===== src/shared/mmo_pkg.sv =====
// constants, layouts and types shared by the memory map and options block
`default_nettype none

package mmo_pkg;

   // map register layout: ram page in the high digit, register page low
   typedef struct packed {
      logic [3:0] ram_pos;
      logic [3:0] reg_pos;
   } mmo_map_t;

   // options register layout, msb first
   typedef struct packed {
      logic       converter_power_up;
      logic       alt_clock_select;
      logic       interrupt_edge_only;
      logic       stop_recovery_delay_enable;
      logic       clock_monitor_enable;
      logic       unused;
      logic [1:0] watchdog_rate_select;
   } mmo_opt_t;

   typedef enum logic [2:0] {
      ST_RUN  = 3'b001,
      ST_STOP = 3'b010,
      ST_WAKE = 3'b100
   } mmo_stop_t;

   // apb byte offsets and program memory page
   localparam logic [11:0] MAP_OFF      = 12'h000;
   localparam logic [11:0] OPT_OFF      = 12'h004;
   localparam logic [11:0] STAT_OFF     = 12'h008;
   localparam logic [11:0] PCTL_OFF     = 12'h00c;
   localparam logic [11:0] PCTL_SEP_OFF = 12'h010;
   localparam logic [3:0]  PMEM_PAGE    = 4'h1;

   // values after reset
   localparam logic [7:0] MAP_RST  = 8'h01;
   localparam logic [7:0] OPT_RST  = 8'h10;
   localparam logic [7:0] PCTL_RST = 8'h00;
   localparam logic [7:0] PMEM_RST = 8'hff;

   // field masks and positions
   localparam logic [7:0] OPT_PROT_MASK = 8'h33;
   localparam logic [7:0] OPT_IMPL_MASK = 8'hfb;
   localparam int         PCTL_LATCH    = 5;
   localparam int         PCTL_PGM      = 0;

   // cycle counts, prescaler width and register block address width
   localparam logic [6:0]  WIN_CYCLES  = 7'h40;
   localparam logic [11:0] REC_LONG    = 12'hfa0;
   localparam logic [11:0] REC_SHORT   = 12'h004;
   localparam int          WDT_PRE_BITS = 15;
   localparam int          REG_BLK_BITS = 6;

endpackage : mmo_pkg

`default_nettype wire


===== src/design/mmo_wdt_prescale.sv =====
// watchdog prescaler: fixed power-of-two divide then rate scaling
`default_nettype none

module mmo_wdt_prescale
   import mmo_pkg::*;
#(
   parameter int PRE_BITS = WDT_PRE_BITS
) (
   // clock and reset
   input  wire logic       clk,
   input  wire logic       rst,
   // control
   input  wire logic       run,
   input  wire logic [1:0] rate,
   // tick to the watchdog counter
   output logic            tick
);

   localparam int W = PRE_BITS + 6;

   logic [W-1:0] cnt_q;
   logic [W:0]   span;
   logic [W-1:0] mask;
   logic         wrap;

   // each rate step adds a divide by four on top of the fixed divide
   assign span = {{W{1'b0}}, 1'b1} << (PRE_BITS + 2 * int'(rate));
   assign mask = span[W-1:0] - {{(W-1){1'b0}}, 1'b1};
   assign wrap = (cnt_q & mask) == mask;

   always_ff @(posedge clk or posedge rst) begin
      if (rst) begin
         cnt_q <= '0;
         tick  <= 1'b0;
      end else begin
         tick <= run & wrap;
         if (run) begin
            cnt_q <= cnt_q + {{(W-1){1'b0}}, 1'b1};
         end
      end
   end

endmodule : mmo_wdt_prescale

`default_nettype wire


===== src/design/mmo_top.sv =====
// memory map decode, system options and program memory control
`default_nettype none

module mmo_top
   import mmo_pkg::*;
#(
   parameter int RAM_BYTES     = 256,
   parameter int PM_AW         = 4,
   parameter bit SEPARATE_PROG = 1'b0,
   parameter int PRE_BITS      = WDT_PRE_BITS
) (
   // clock and reset
   input  wire logic        clk,
   input  wire logic        rst,
   // apb slave
   input  wire logic        psel,
   input  wire logic        penable,
   input  wire logic        pwrite,
   input  wire logic [11:0] paddr,
   input  wire logic [31:0] pwdata,
   output logic [31:0]      prdata,
   output logic             pready,
   output logic             pslverr,
   // operating mode
   input  wire logic        special_mode,
   // cpu address decode
   input  wire logic [15:0] cpu_addr,
   output logic             reg_blk_sel,
   output logic             ram_sel,
   // stop mode
   input  wire logic        stop_enter,
   input  wire logic        wake_up,
   output logic             cpu_run,
   // external interrupt
   input  wire logic        irq_n,
   output logic             irq_req,
   // watchdog and clocking controls
   output logic             wdt_tick,
   output logic             pump_clk_alt,
   output logic             adc_clk_alt,
   output logic             adc_power_up,
   output logic             clock_mon_en,
   // program memory erase
   input  wire logic        uv_erase
);

   localparam int PM_DEPTH = 1 << PM_AW;
   localparam logic [11:0] LONG_M1  = REC_LONG - 12'h001;
   localparam logic [11:0] SHORT_M1 = REC_SHORT - 12'h001;

   mmo_map_t         map_q;
   mmo_opt_t         opt_q;
   mmo_stop_t        st_q;
   logic [6:0]       win_cnt_q;
   logic             map_done_q;
   logic             opt_done_q;
   logic [11:0]      rec_cnt_q;
   logic             rec_long_q;
   logic             irq_prev_q;
   logic             irq_req_q;
   logic [7:0]       pctl_q;
   logic [PM_AW-1:0] lat_addr_q;
   logic [7:0]       lat_data_q;
   logic [7:0]       pm_q [PM_DEPTH];
   logic [31:0]      prdata_q;

   // bus decode
   wire        wr       = psel & penable & pwrite;
   wire        rd_setup = psel & ~penable & ~pwrite;
   wire [11:0] pctl_off = SEPARATE_PROG ? PCTL_SEP_OFF : PCTL_OFF;
   wire        map_hit  = paddr == MAP_OFF;
   wire        opt_hit  = paddr == OPT_OFF;
   wire        stat_hit = paddr == STAT_OFF;
   wire        pctl_hit = paddr == pctl_off;
   wire        pm_hit   = paddr[11:8] == PMEM_PAGE && paddr[1:0] == 2'b00
                          && {2'b00, paddr[7:2]} < 8'(PM_DEPTH);
   wire        any_hit  = map_hit | opt_hit | stat_hit | pctl_hit | pm_hit;
   wire [PM_AW-1:0] pm_idx = paddr[2 +: PM_AW];

   // write protection window
   wire window_open = win_cnt_q < WIN_CYCLES;
   wire map_ok = special_mode | (window_open & ~map_done_q);
   wire opt_ok = special_mode | (window_open & ~opt_done_q);
   wire map_we = wr & map_hit & map_ok;
   wire opt_we = wr & opt_hit;

   // protected option bits keep their value once locked
   wire [7:0] opt_keep = opt_ok ? 8'h00 : OPT_PROT_MASK;
   wire [7:0] opt_new  = ((opt_q & opt_keep) | (pwdata[7:0] & ~opt_keep))
                         & OPT_IMPL_MASK;

   // program control: latch bit frozen while pgm set, pgm needs latch
   wire       pctl_we   = wr & pctl_hit;
   wire       latch_nxt = pctl_q[PCTL_PGM] ? pctl_q[PCTL_LATCH]
                          : pwdata[PCTL_LATCH];
   wire       pgm_nxt   = pctl_q[PCTL_LATCH] ? pwdata[PCTL_PGM]
                          : pctl_q[PCTL_PGM];
   wire       pgm_fire  = pctl_we & pgm_nxt & ~pctl_q[PCTL_PGM];
   wire       pm_lat_we = wr & pm_hit & pctl_q[PCTL_LATCH];
   wire [7:0] pctl_new  = {2'b00, latch_nxt, 4'h0, pgm_nxt};

   // cpu address decode
   wire reg_raw = cpu_addr[15:12] == map_q.reg_pos
                  && cpu_addr[11:REG_BLK_BITS] == '0;
   wire ram_raw = cpu_addr[15:12] == map_q.ram_pos
                  && {4'h0, cpu_addr[11:0]} < 16'(RAM_BYTES);
   assign reg_blk_sel = reg_raw;
   assign ram_sel     = ram_raw & ~reg_raw;

   // read mux
   wire [7:0] stat_rd = {3'b000, special_mode, st_q == ST_STOP,
                         opt_done_q, map_done_q, window_open};
   wire [7:0] pm_rd   = pctl_q[PCTL_LATCH] ? 8'h00 : pm_q[pm_idx];
   wire [7:0] rd_mux  = map_hit  ? map_q  :
                        opt_hit  ? opt_q  :
                        stat_hit ? stat_rd :
                        pctl_hit ? pctl_q :
                        pm_hit   ? pm_rd  : 8'h00;

   // zero-wait slave; read data is captured in the setup cycle
   assign pready  = 1'b1;
   assign pslverr = psel & penable & ~any_hit;
   assign prdata  = prdata_q;

   always_ff @(posedge clk or posedge rst) begin
      if (rst) begin
         prdata_q <= '0;
      end else if (rd_setup) begin
         prdata_q <= {24'h000000, rd_mux};
      end
   end

   // cycle counter saturates once the window has closed
   always_ff @(posedge clk or posedge rst) begin
      if (rst) begin
         win_cnt_q <= '0;
      end else if (window_open) begin
         win_cnt_q <= win_cnt_q + 7'h01;
      end
   end

   // map register; done flag only matters in normal modes
   always_ff @(posedge clk or posedge rst) begin
      if (rst) begin
         map_q      <= MAP_RST;
         map_done_q <= 1'b0;
      end else if (map_we) begin
         map_q      <= pwdata[7:0];
         map_done_q <= ~special_mode;
      end
   end

   // options register
   always_ff @(posedge clk or posedge rst) begin
      if (rst) begin
         opt_q      <= OPT_RST;
         opt_done_q <= 1'b0;
      end else if (opt_we) begin
         opt_q      <= opt_new;
         opt_done_q <= opt_done_q | (opt_ok & ~special_mode);
      end
   end

   assign pump_clk_alt = opt_q.alt_clock_select;
   assign adc_clk_alt  = opt_q.alt_clock_select;
   assign adc_power_up = opt_q.converter_power_up;
   assign clock_mon_en = opt_q.clock_monitor_enable;

   // stop recovery; the delay choice is frozen at wake so a special-mode
   // write during recovery cannot stretch or cut it
   always_ff @(posedge clk or posedge rst) begin
      if (rst) begin
         st_q       <= ST_RUN;
         rec_cnt_q  <= '0;
         rec_long_q <= 1'b0;
      end else begin
         case (st_q)
            ST_RUN: begin
               if (stop_enter) begin
                  st_q <= ST_STOP;
               end
            end
            ST_STOP: begin
               if (wake_up) begin
                  st_q       <= ST_WAKE;
                  rec_long_q <= opt_q.stop_recovery_delay_enable;
                  rec_cnt_q  <= opt_q.stop_recovery_delay_enable
                                ? REC_LONG - 12'h001
                                : REC_SHORT - 12'h001;
               end
            end
            ST_WAKE: begin
               rec_cnt_q <= rec_cnt_q - 12'h001;
               if (rec_cnt_q == 12'h001) begin
                  st_q <= ST_RUN;
               end
            end
            default: begin
               st_q <= ST_RUN;
            end
         endcase
      end
   end

   assign cpu_run = st_q == ST_RUN;

   // external interrupt; the input is active low
   always_ff @(posedge clk or posedge rst) begin
      if (rst) begin
         irq_prev_q <= 1'b1;
         irq_req_q  <= 1'b0;
      end else begin
         irq_prev_q <= irq_n;
         irq_req_q  <= opt_q.interrupt_edge_only
                       ? (irq_prev_q & ~irq_n)
                       : ~irq_n;
      end
   end

   assign irq_req = irq_req_q;

   // program control register and address/data latch
   always_ff @(posedge clk or posedge rst) begin
      if (rst) begin
         pctl_q     <= PCTL_RST;
         lat_addr_q <= '0;
         lat_data_q <= PMEM_RST;
      end else begin
         if (pctl_we) begin
            pctl_q <= pctl_new;
         end
         if (pm_lat_we) begin
            lat_addr_q <= pm_idx;
            lat_data_q <= pwdata[7:0];
         end
      end
   end

   // program memory: erase gives ones, programming can only clear bits
   genvar gi;
   generate
      for (gi = 0; gi < PM_DEPTH; gi++) begin : g_pm
         always_ff @(posedge clk or posedge rst) begin
            if (rst) begin
               pm_q[gi] <= PMEM_RST;
            end else if (uv_erase) begin
               pm_q[gi] <= PMEM_RST;
            end else if (pgm_fire && lat_addr_q == PM_AW'(gi)) begin
               pm_q[gi] <= pm_q[gi] & lat_data_q;
            end
         end
      end
   endgenerate

   // watchdog clock stops with the oscillator in stop mode
   mmo_wdt_prescale #(
      .PRE_BITS (PRE_BITS)
   ) u_wdt_pre (
      .clk  (clk),
      .rst  (rst),
      .run  (cpu_run),
      .rate (opt_q.watchdog_rate_select),
      .tick (wdt_tick)
   );

   // helper: length of the recovery wait
   logic [11:0] wake_len_q;
   always_ff @(posedge clk or posedge rst) begin
      if (rst) begin
         wake_len_q <= '0;
      end else if (st_q == ST_WAKE) begin
         wake_len_q <= wake_len_q + 12'h001;
      end else begin
         wake_len_q <= '0;
      end
   end
endmodule : mmo_top

`default_nettype wire


===== config.mk =====
export PLATFORM = sky130hd
export DESIGN_NAME = mmo_top
export DESIGN_NICKNAME = d
export VERILOG_FILES = /design/src/shared/mmo_pkg.sv /design/src/design/mmo_wdt_prescale.sv /design/src/design/mmo_top.sv
export SDC_FILE = /design/constraint.sdc
export NUM_CORES = 1
export LEC_CHECK = 0
export BUFFER_PORTS_ARGS = -buffer_cell sky130_fd_sc_hd__buf_4
export CAP_MARGIN = 30
export CORE_UTILIZATION = 27
export DETAILED_ROUTE_END_ITERATION = 12
export SETUP_SLACK_MARGIN = 0.4
export SLEW_MARGIN = 40
export SYNTH_ARGS = -nofsm -noshare
export SYNTH_HDL_FRONTEND = slang
export SYNTH_SLANG_ARGS = --single-unit

===== constraint.sdc =====
create_clock -name clk -period 8 [get_ports clk]
set_input_delay 1.2 -clock clk [delete_from_list [all_inputs] [get_ports clk]]
set_output_delay 1.2 -clock clk [all_outputs]
set_load 0.05 [all_outputs]

==> results of run 1 <==
-- final timing paths --
| check | start | end | slack [ps] |
|---|---|---|---|
| max | paddr[4] | pslverr | 4180 |
| min | win_cnt_q[5]$_DFFE_PP0N_ | win_cnt_q[5]$_DFFE_PP0N_ | 470 |
| min in group asynchronous | rst | win_cnt_q[0]$_DFFE_PP0N_ | 770 |
| min reg2reg | win_cnt_q[5]$_DFFE_PP0N_ | win_cnt_q[5]$_DFFE_PP0N_ | 470 |
| max in group asynchronous | rst | map_q[2]$_DFFE_PP0P_ | 6090 |
| max reg2reg | pctl_q[5]$_DFFE_PP0P_ | pm_q[54]$_DFFE_PP1P_ | 5660 |
-- registers in the layout, summed over array words and instances, names as in the netlist, 2 cells and up, named ones only --
| name | flops |
|---|---|
| lat_data_q | 8 |
| win_cnt_q | 7 |
| st_q | 3 |
| prdata | 8 |
| pm_q | 128 |
| lat_addr_q | 4 |
| u_wdt_pre.cnt_q | 21 |
| rec_cnt_q | 12 |
| pctl_q | 2 |
| map_q | 8 |
-- area by class of cell --
cell class	instances	area, µm²
sequential	213	5510
fill	3801	25600
timing repair buffer	66	499
clock buffer	36	727
multi-input combinational	651	4660
clock inverter	10	138
inverter	9	46.3
tap	511	639
-- power by group through the flow --
stage	combinational [µW]	clock, µW	sequential (µW)
global placement	309	0	1210
floorplan	230	0	1210
detailed placement	313	0	1210
global route	343	1250	1210
CTS	314	1210	1200
finish	312	1180	1200
-- cells in the mapped netlist (all sizes together), types with 11 or more instances --
cell and instances:
nand2 163, dfstp 140, a21o 130, dfrtp 73, buf 46, nor2 40
mux2 32, mux4 30, nor3 28, clkbuf 23, xnor2 23, nand3 16
a21oi 15, o21ai 13, mux2i 11, nor4 11
-- routing by layer --
layer / vias to the layer above / share of wire / GRT usage
li1: 3307 / - / -
met1: 3596 / 0.45 / 0.171
met2: 158 / 0.49 / 0.221
met3: 30 / 0.043 / 0.0210
met4: 0 / 0.021 / 0.0339
met5: - / 0 / 0
-- metrics by stage --
| step | util | hold slack [ps] |
|---|---|---|
| finish | 0.323 | 469 |
| global route | 0.323 | 495 |
| CTS | 0.323 | 468 |
| detailed placement | 0.300 | 455 |
| global placement | 0.298 | 451 |
| floorplan | - | 430 |
-- kinds of logic after synthesis --
| kind of cell | Yosys count |
|---|---|
| simple gates | 305 |
| flops | 213 |
| compound gates | 206 |
| buf+inv | 78 |
| mux | 73 |
| xor+xnor | 33 |
| fa+ha+maj | 7 |
| other cells | 2 |
==> flow_summary.toml, run 1 <==
[worst_setup_path]
path_delay_family = "simple AND/OR/NAND/NOR gates"
cp_num_cells = 5
cp_common_cell = "buf_4"
path_cells = "buf_4, nor2_1, o211ai_1, and3_1, buf_4"
cp_slowest_cell = "nor2_1"
cpPeakStageDelay_ps = 560
reg2reg_depth = 5
crit_type = "input pin to output port"
cp.buffers_inverters = 2
critical_path_required_ps = 6800
crit_arrival_ps = 2620
cp-start-kind = "input pin"
endpoint_kind = "output port"
path_max_fanout = 10

[pwr]
power_frac_clock = 0.439
p_int_uw = 1980
power_switching_uw = 713
p_leak_uw = 0.00454
ir_drop_mv = 0.129
seqPwrFrac = 0.445
p_total_uw = 2690
switching_share = 0.265
p_comb_frac = 0.116
power_density_nw_per_um2 = 220

[yosys]
synthAdderAreaFrac = 0.00840
synth_compound_area_frac = 0.144
ys_types = 62
ys.flop_type = "dfstp_2"
async_reset_ff_frac = 1.00
ys_seq_elements = 213
yosys.area.top_type = "dfstp_2"
ys_top_cells_by_area = "dfstp_2, dfrtp_1, a21o_1, mux4_2, nand2_1"
synth.area.mux_share = 0.110
synthCells = 917
syn_avg_cell_area_um2 = 11.4
synth_xor_area_frac = 0.0277
synth_edf_count = 0
yosysSeqAreaShare = 0.528
yosys.area.top_type_share = 0.353
syn-cell-area_um2 = 10400
yosys.area_share.simple = 0.141
synth_top_family_by_area = "compound AO/OA/AOI/OAI gates"
ys.warnings.count = 0

[final_layout]
layout_commonest_cell = "nand2_1"
drive_gt1_frac = 0.340
syn2layout_area_growth_pct = 17.2
final_nets = 1043
post_layout_nonfiller_instances = 1496
n_antenna_cell = 0
layout_common_cells = "nand2_1, dfstp_2, a21o_1"
postLayoutCellArea_um2 = 12200

[timing]
drv_slew = 0
hold_viol = 0
finalSetupViolCount = 0
tns_ps = 0
skew_ps = 16.5
slew_headroom = 0.457
setup_slack_ps = 4180
rsz0062_at_grt = "no"
finalCriticalPeriod_ps = 3820
timing.final.crit_share = 0.477
fmax_ghz = 0.262
tightest_slew_ps = 812

[cts]
clkTransAtPathRegs_ps = 60
cts.sinks = 213
cts_resized = 0
cts_setup_buffers = 0
cts-root-buf = "clkbuf_16"
cts_buffer_depth = 3
clk-insertion-delay-late_ps = 520
cts_buffers = 25
tritoncts = "done"
htreeDepth = 1
ctsHoldBuffers = 0

[route]
vias = 7091
viasPerCell = 4.74
drc = 0
drt_iter0_markers = 485
antenna_left = 0
wirelength_um = 25200
dr.pass1.iters = 5
wire_per_inst_um = 16.8

[global_routing]
overflow = 0
grt_max_degree = 137
grt_pass1_wl_um = 40500
grt_pass1_vias = 7303
grt_usage = 0.130
antenna_found_initial = 0

[floorplan]
num_rows = 71
pin_count = 113
die_x_um = 198
chipHeight_um = 198
coreArea_um2 = 37800
die_area_um2 = 39400
start_util = 0.275

[run_status]
run_status = "finished clean"

[placed_design]
gp_congestion = 0.795
io_buffers = 57
place_ws_ps = 4160
place_inst = 1450
hpwlAfterDp_um = 16300
place_area_um2 = 11300

[hold_path]
hold_depth = 1
min_path_type = "flip-flop to flip-flop"

[flow_run]
drv_cap = 0
(Power assumes the default switching activity.)
==> inputs of run 2 (changes only) <==
--- a/config.mk
+++ b/config.mk
@@ -5,6 +5,7 @@
 export SDC_FILE = /design/constraint.sdc
 export NUM_CORES = 1
 export LEC_CHECK = 0
+export ABC_AREA = 1
 export BUFFER_PORTS_ARGS = -buffer_cell sky130_fd_sc_hd__buf_4
 export CAP_MARGIN = 30
 export CORE_UTILIZATION = 27
==> constraint.sdc (replaced) <==
create_clock -name clk -period 3.1 [get_ports clk]
set_input_delay 0.465 -clock clk [delete_from_list [all_inputs] [get_ports clk]]
set_output_delay 0.465 -clock clk [all_outputs]
set_load 0.05 [all_outputs]
==> flow_summary.toml, run 2 <==
[run_status]
run_status = "finished clean"

[global_routing]
grt_usage = 0.141
antenna_found_initial = 0
grt_pass1_wl_um = 51400
busiest_layer = "met2"
met2_usage = 0.227
grt_max_degree = 89
overflow = 0
grtUsageMet3 = 0.0190
grt.met1_usage = 0.197
grt_pass1_vias = 9791

[cts]
cts_buffers = 25
cts-root-buf = "clkbuf_16"
cts_setup_buffers = 0
clk-insertion-delay-late_ps = 520
tritoncts = "done"
cts_buffer_depth = 3
htreeDepth = 1
cts_resized = 0
clkTransAtPathRegs_ps = 60
cts.sinks = 213
ctsHoldBuffers = 1

[placed_design]
place_ws_ps = 348
place_inst = 2063
hpwlAfterDp_um = 21300
io_buffers = 57
gp_congestion = 0.820

[route]
drt_iter0_markers = 673
dr.pass1.iters = 6
drc = 0
wirelength_um = 31100
viasPerCell = 4.78
wire_per_inst_um = 14.7
antenna_left = 0
vias = 10100

[yosys]
ys_top_cells_by_area = "dfstp_2, dfrtp_1, nand2_1, o211ai_1, nand3_1"
yosys.area.top_type = "dfstp_2"
yosys.cell_count.top_type = "nand2_1"
ys_types = 45
synthCells = 1469
yosys.area.top_type_share = 0.312
ys.flop_type = "dfstp_2"
syn-cell-area_um2 = 11800
async_reset_ff_frac = 1.00
yosysSeqAreaShare = 0.467
synth_edf_count = 0
ys_seq_elements = 213
ys.warnings.count = 0
syn_avg_cell_area_um2 = 8.02
netlist_top_cells_count = "nand2_1, nand3_1, dfstp_2"

[floorplan]
num_rows = 76
start_util = 0.274
chipHeight_um = 211
coreArea_um2 = 43100
pin_count = 113
die_area_um2 = 44500
die_x_um = 211

[pwr]
ir_drop_mv = 0.475
seqPwrFrac = 0.447
switching_share = 0.287
power_density_nw_per_um2 = 547
p_comb_frac = 0.159
power_frac_clock = 0.394
power_switching_uw = 2130
p_leak_uw = 0.00586
p_int_uw = 5290

[final_layout]
syn2layout_area_growth_pct = 15.2
n_fill_cell = 4529
final_nets = 1583
drive_gt1_frac = 0.195
layout_commonest_cell = "nand2_1"
regMostFlops = "pm_q"
largestRegisters = "pm_q: 128 flops, u_wdt_pre.cnt_q: 21 flops, rec_cnt_q: 12 flops"
post_layout_nonfiller_instances = 2109
n_antenna_cell = 0
largest_reg_flops = 128
layout_common_cells = "nand2_1, nand3_1, dfstp_2"

[worst_setup_path]
cp-start-kind = "flip-flop"
crit_arrival_ps = 2740
path_cells = "nand3_1, nor3_1, nand2_1, nor2_1, nand2_1, nor3_1, xnor2_1, inv_1"
cp_slowest_cell = "dfstp_2"
endpoint_kind = "flip-flop"
crit_type = "flip-flop to flip-flop"
cpPeakStageDelay_ps = 550
path_max_fanout = 6
critical_path_required_ps = 3500

[timing]
holdWs_ps = 67.2
skew_ps = 9.79
finalSetupViolCount = 0
setup_slack_ps = 762
tightest_slew_ps = 666
finalCriticalPeriod_ps = 2340
slew_headroom = 0.555
fmax_ghz = 0.428
hold_viol = 0
drv_slew = 0
rsz0062_at_grt = "no"
timing.final.crit_share = 0.754

[flow_run]
drv_cap = 0

[hold_path]
min_path_type = "input pin to flip-flop"
[run 2: cell types whose count changed in the layout (fill, tap and decap cells not counted), moves of 30 or more]
cell	before	now
o211ai_1	5	114
o21ai_0	13	86
mux2_2	32	0
a21o_1	130	0
nand2_1	162	450
inv_1	8	116
mux4_2	30	0
nand3_1	16	167
[run 2: per-layer routing]
metal	part of all wire	wire length [µm]	vias up
li1	-	-	4923
met1	0.47	14700	4902
met2	0.46	14400	210
met3	0.041	1280	45
met4	0.025	765	0
met5	0	0	-
[run 2: area by class of cell]
| class | instances | area [µm²] | share of cell area |
|---|---|---|---|
| clock buffer | 37 | 752 | 0.0554 |
| clock inverter | 8 | 71.3 | 0.00525 |
| inverter | 122 | 467 | 0.0344 |
| multi-input combinational | 1054 | 5330 | 0.393 |
| sequential | 213 | 5510 | 0.406 |
| tap | 585 | 732 | 0.0539 |
| timing repair buffer | 90 | 716 | 0.0527 |
[run 2: power by group through the flow]
stage	Clock, µW	Sequential (µW)	Combinational (µW)
2_1_floorplan	0	3320	875
3_3_place_gp	0	3340	1140
3_5_place_dp	0	3350	1180
4_1_cts	3010	3310	1180
5_1_grt	3110	3350	1320
6_report	2930	3320	1180
[run 2: critical path: cells and delay by family (launching register included)]
family                 cells  cell delay [ps]
AND/OR/NAND/NOR            6             1460
flip-flops                 1              550
XOR/XNOR                   1              160
buffers and inverters      1               50
[run 2: path summary, 6_finish.rpt]
kind,start,to,slack (ps),depth (start not counted)
worst max-delay path,st_q[0]$_DFFE_PP1P_,u_wdt_pre.cnt_q[20]$_DFFE_PP0P_,760,8
worst min-delay path,irq_n,irq_prev_q$_DFF_PP1_,70,1
worst max register to register,st_q[0]$_DFFE_PP1P_,u_wdt_pre.cnt_q[20]$_DFFE_PP0P_,760,8
worst min register to register,u_wdt_pre.cnt_q[4]$_DFFE_PP0P_,u_wdt_pre.cnt_q[4]$_DFFE_PP0P_,490,1
max in group asynchronous,rst,pm_q[117]$_DFFE_PP1P_,1850,4
min in group asynchronous,rst,rec_cnt_q[2]$_DFFE_PP0P_,460,3
[run 2: through the flow]
| stage | power, µW | util | TNS (ps) | instance area [µm²] |
|---|---|---|---|---|
| after global routing | 7780 | 0.315 | 0 | 13600 |
| after CTS | 7510 | 0.315 | 0 | 13600 |
| after global placement | 4490 | 0.296 | 0 | 12700 |
| after floorplan | 4190 | - | -1520 | 11900 |
| final | 7420 | 0.315 | 0 | 13600 |
| after detailed placement | 4530 | 0.296 | 0 | 12700 |
[run 2: logic make-up after synthesis]
logic type,share of synthesized area
muxes,0.000849
and+or+nand+nor,0.270
adders and majority gates,0.00743
buffers and inverters,0.0889
AOI/OAI and AO/OA,0.139
other,0.000637
xor gates and xnor gates,0.0260
DFF,0.467
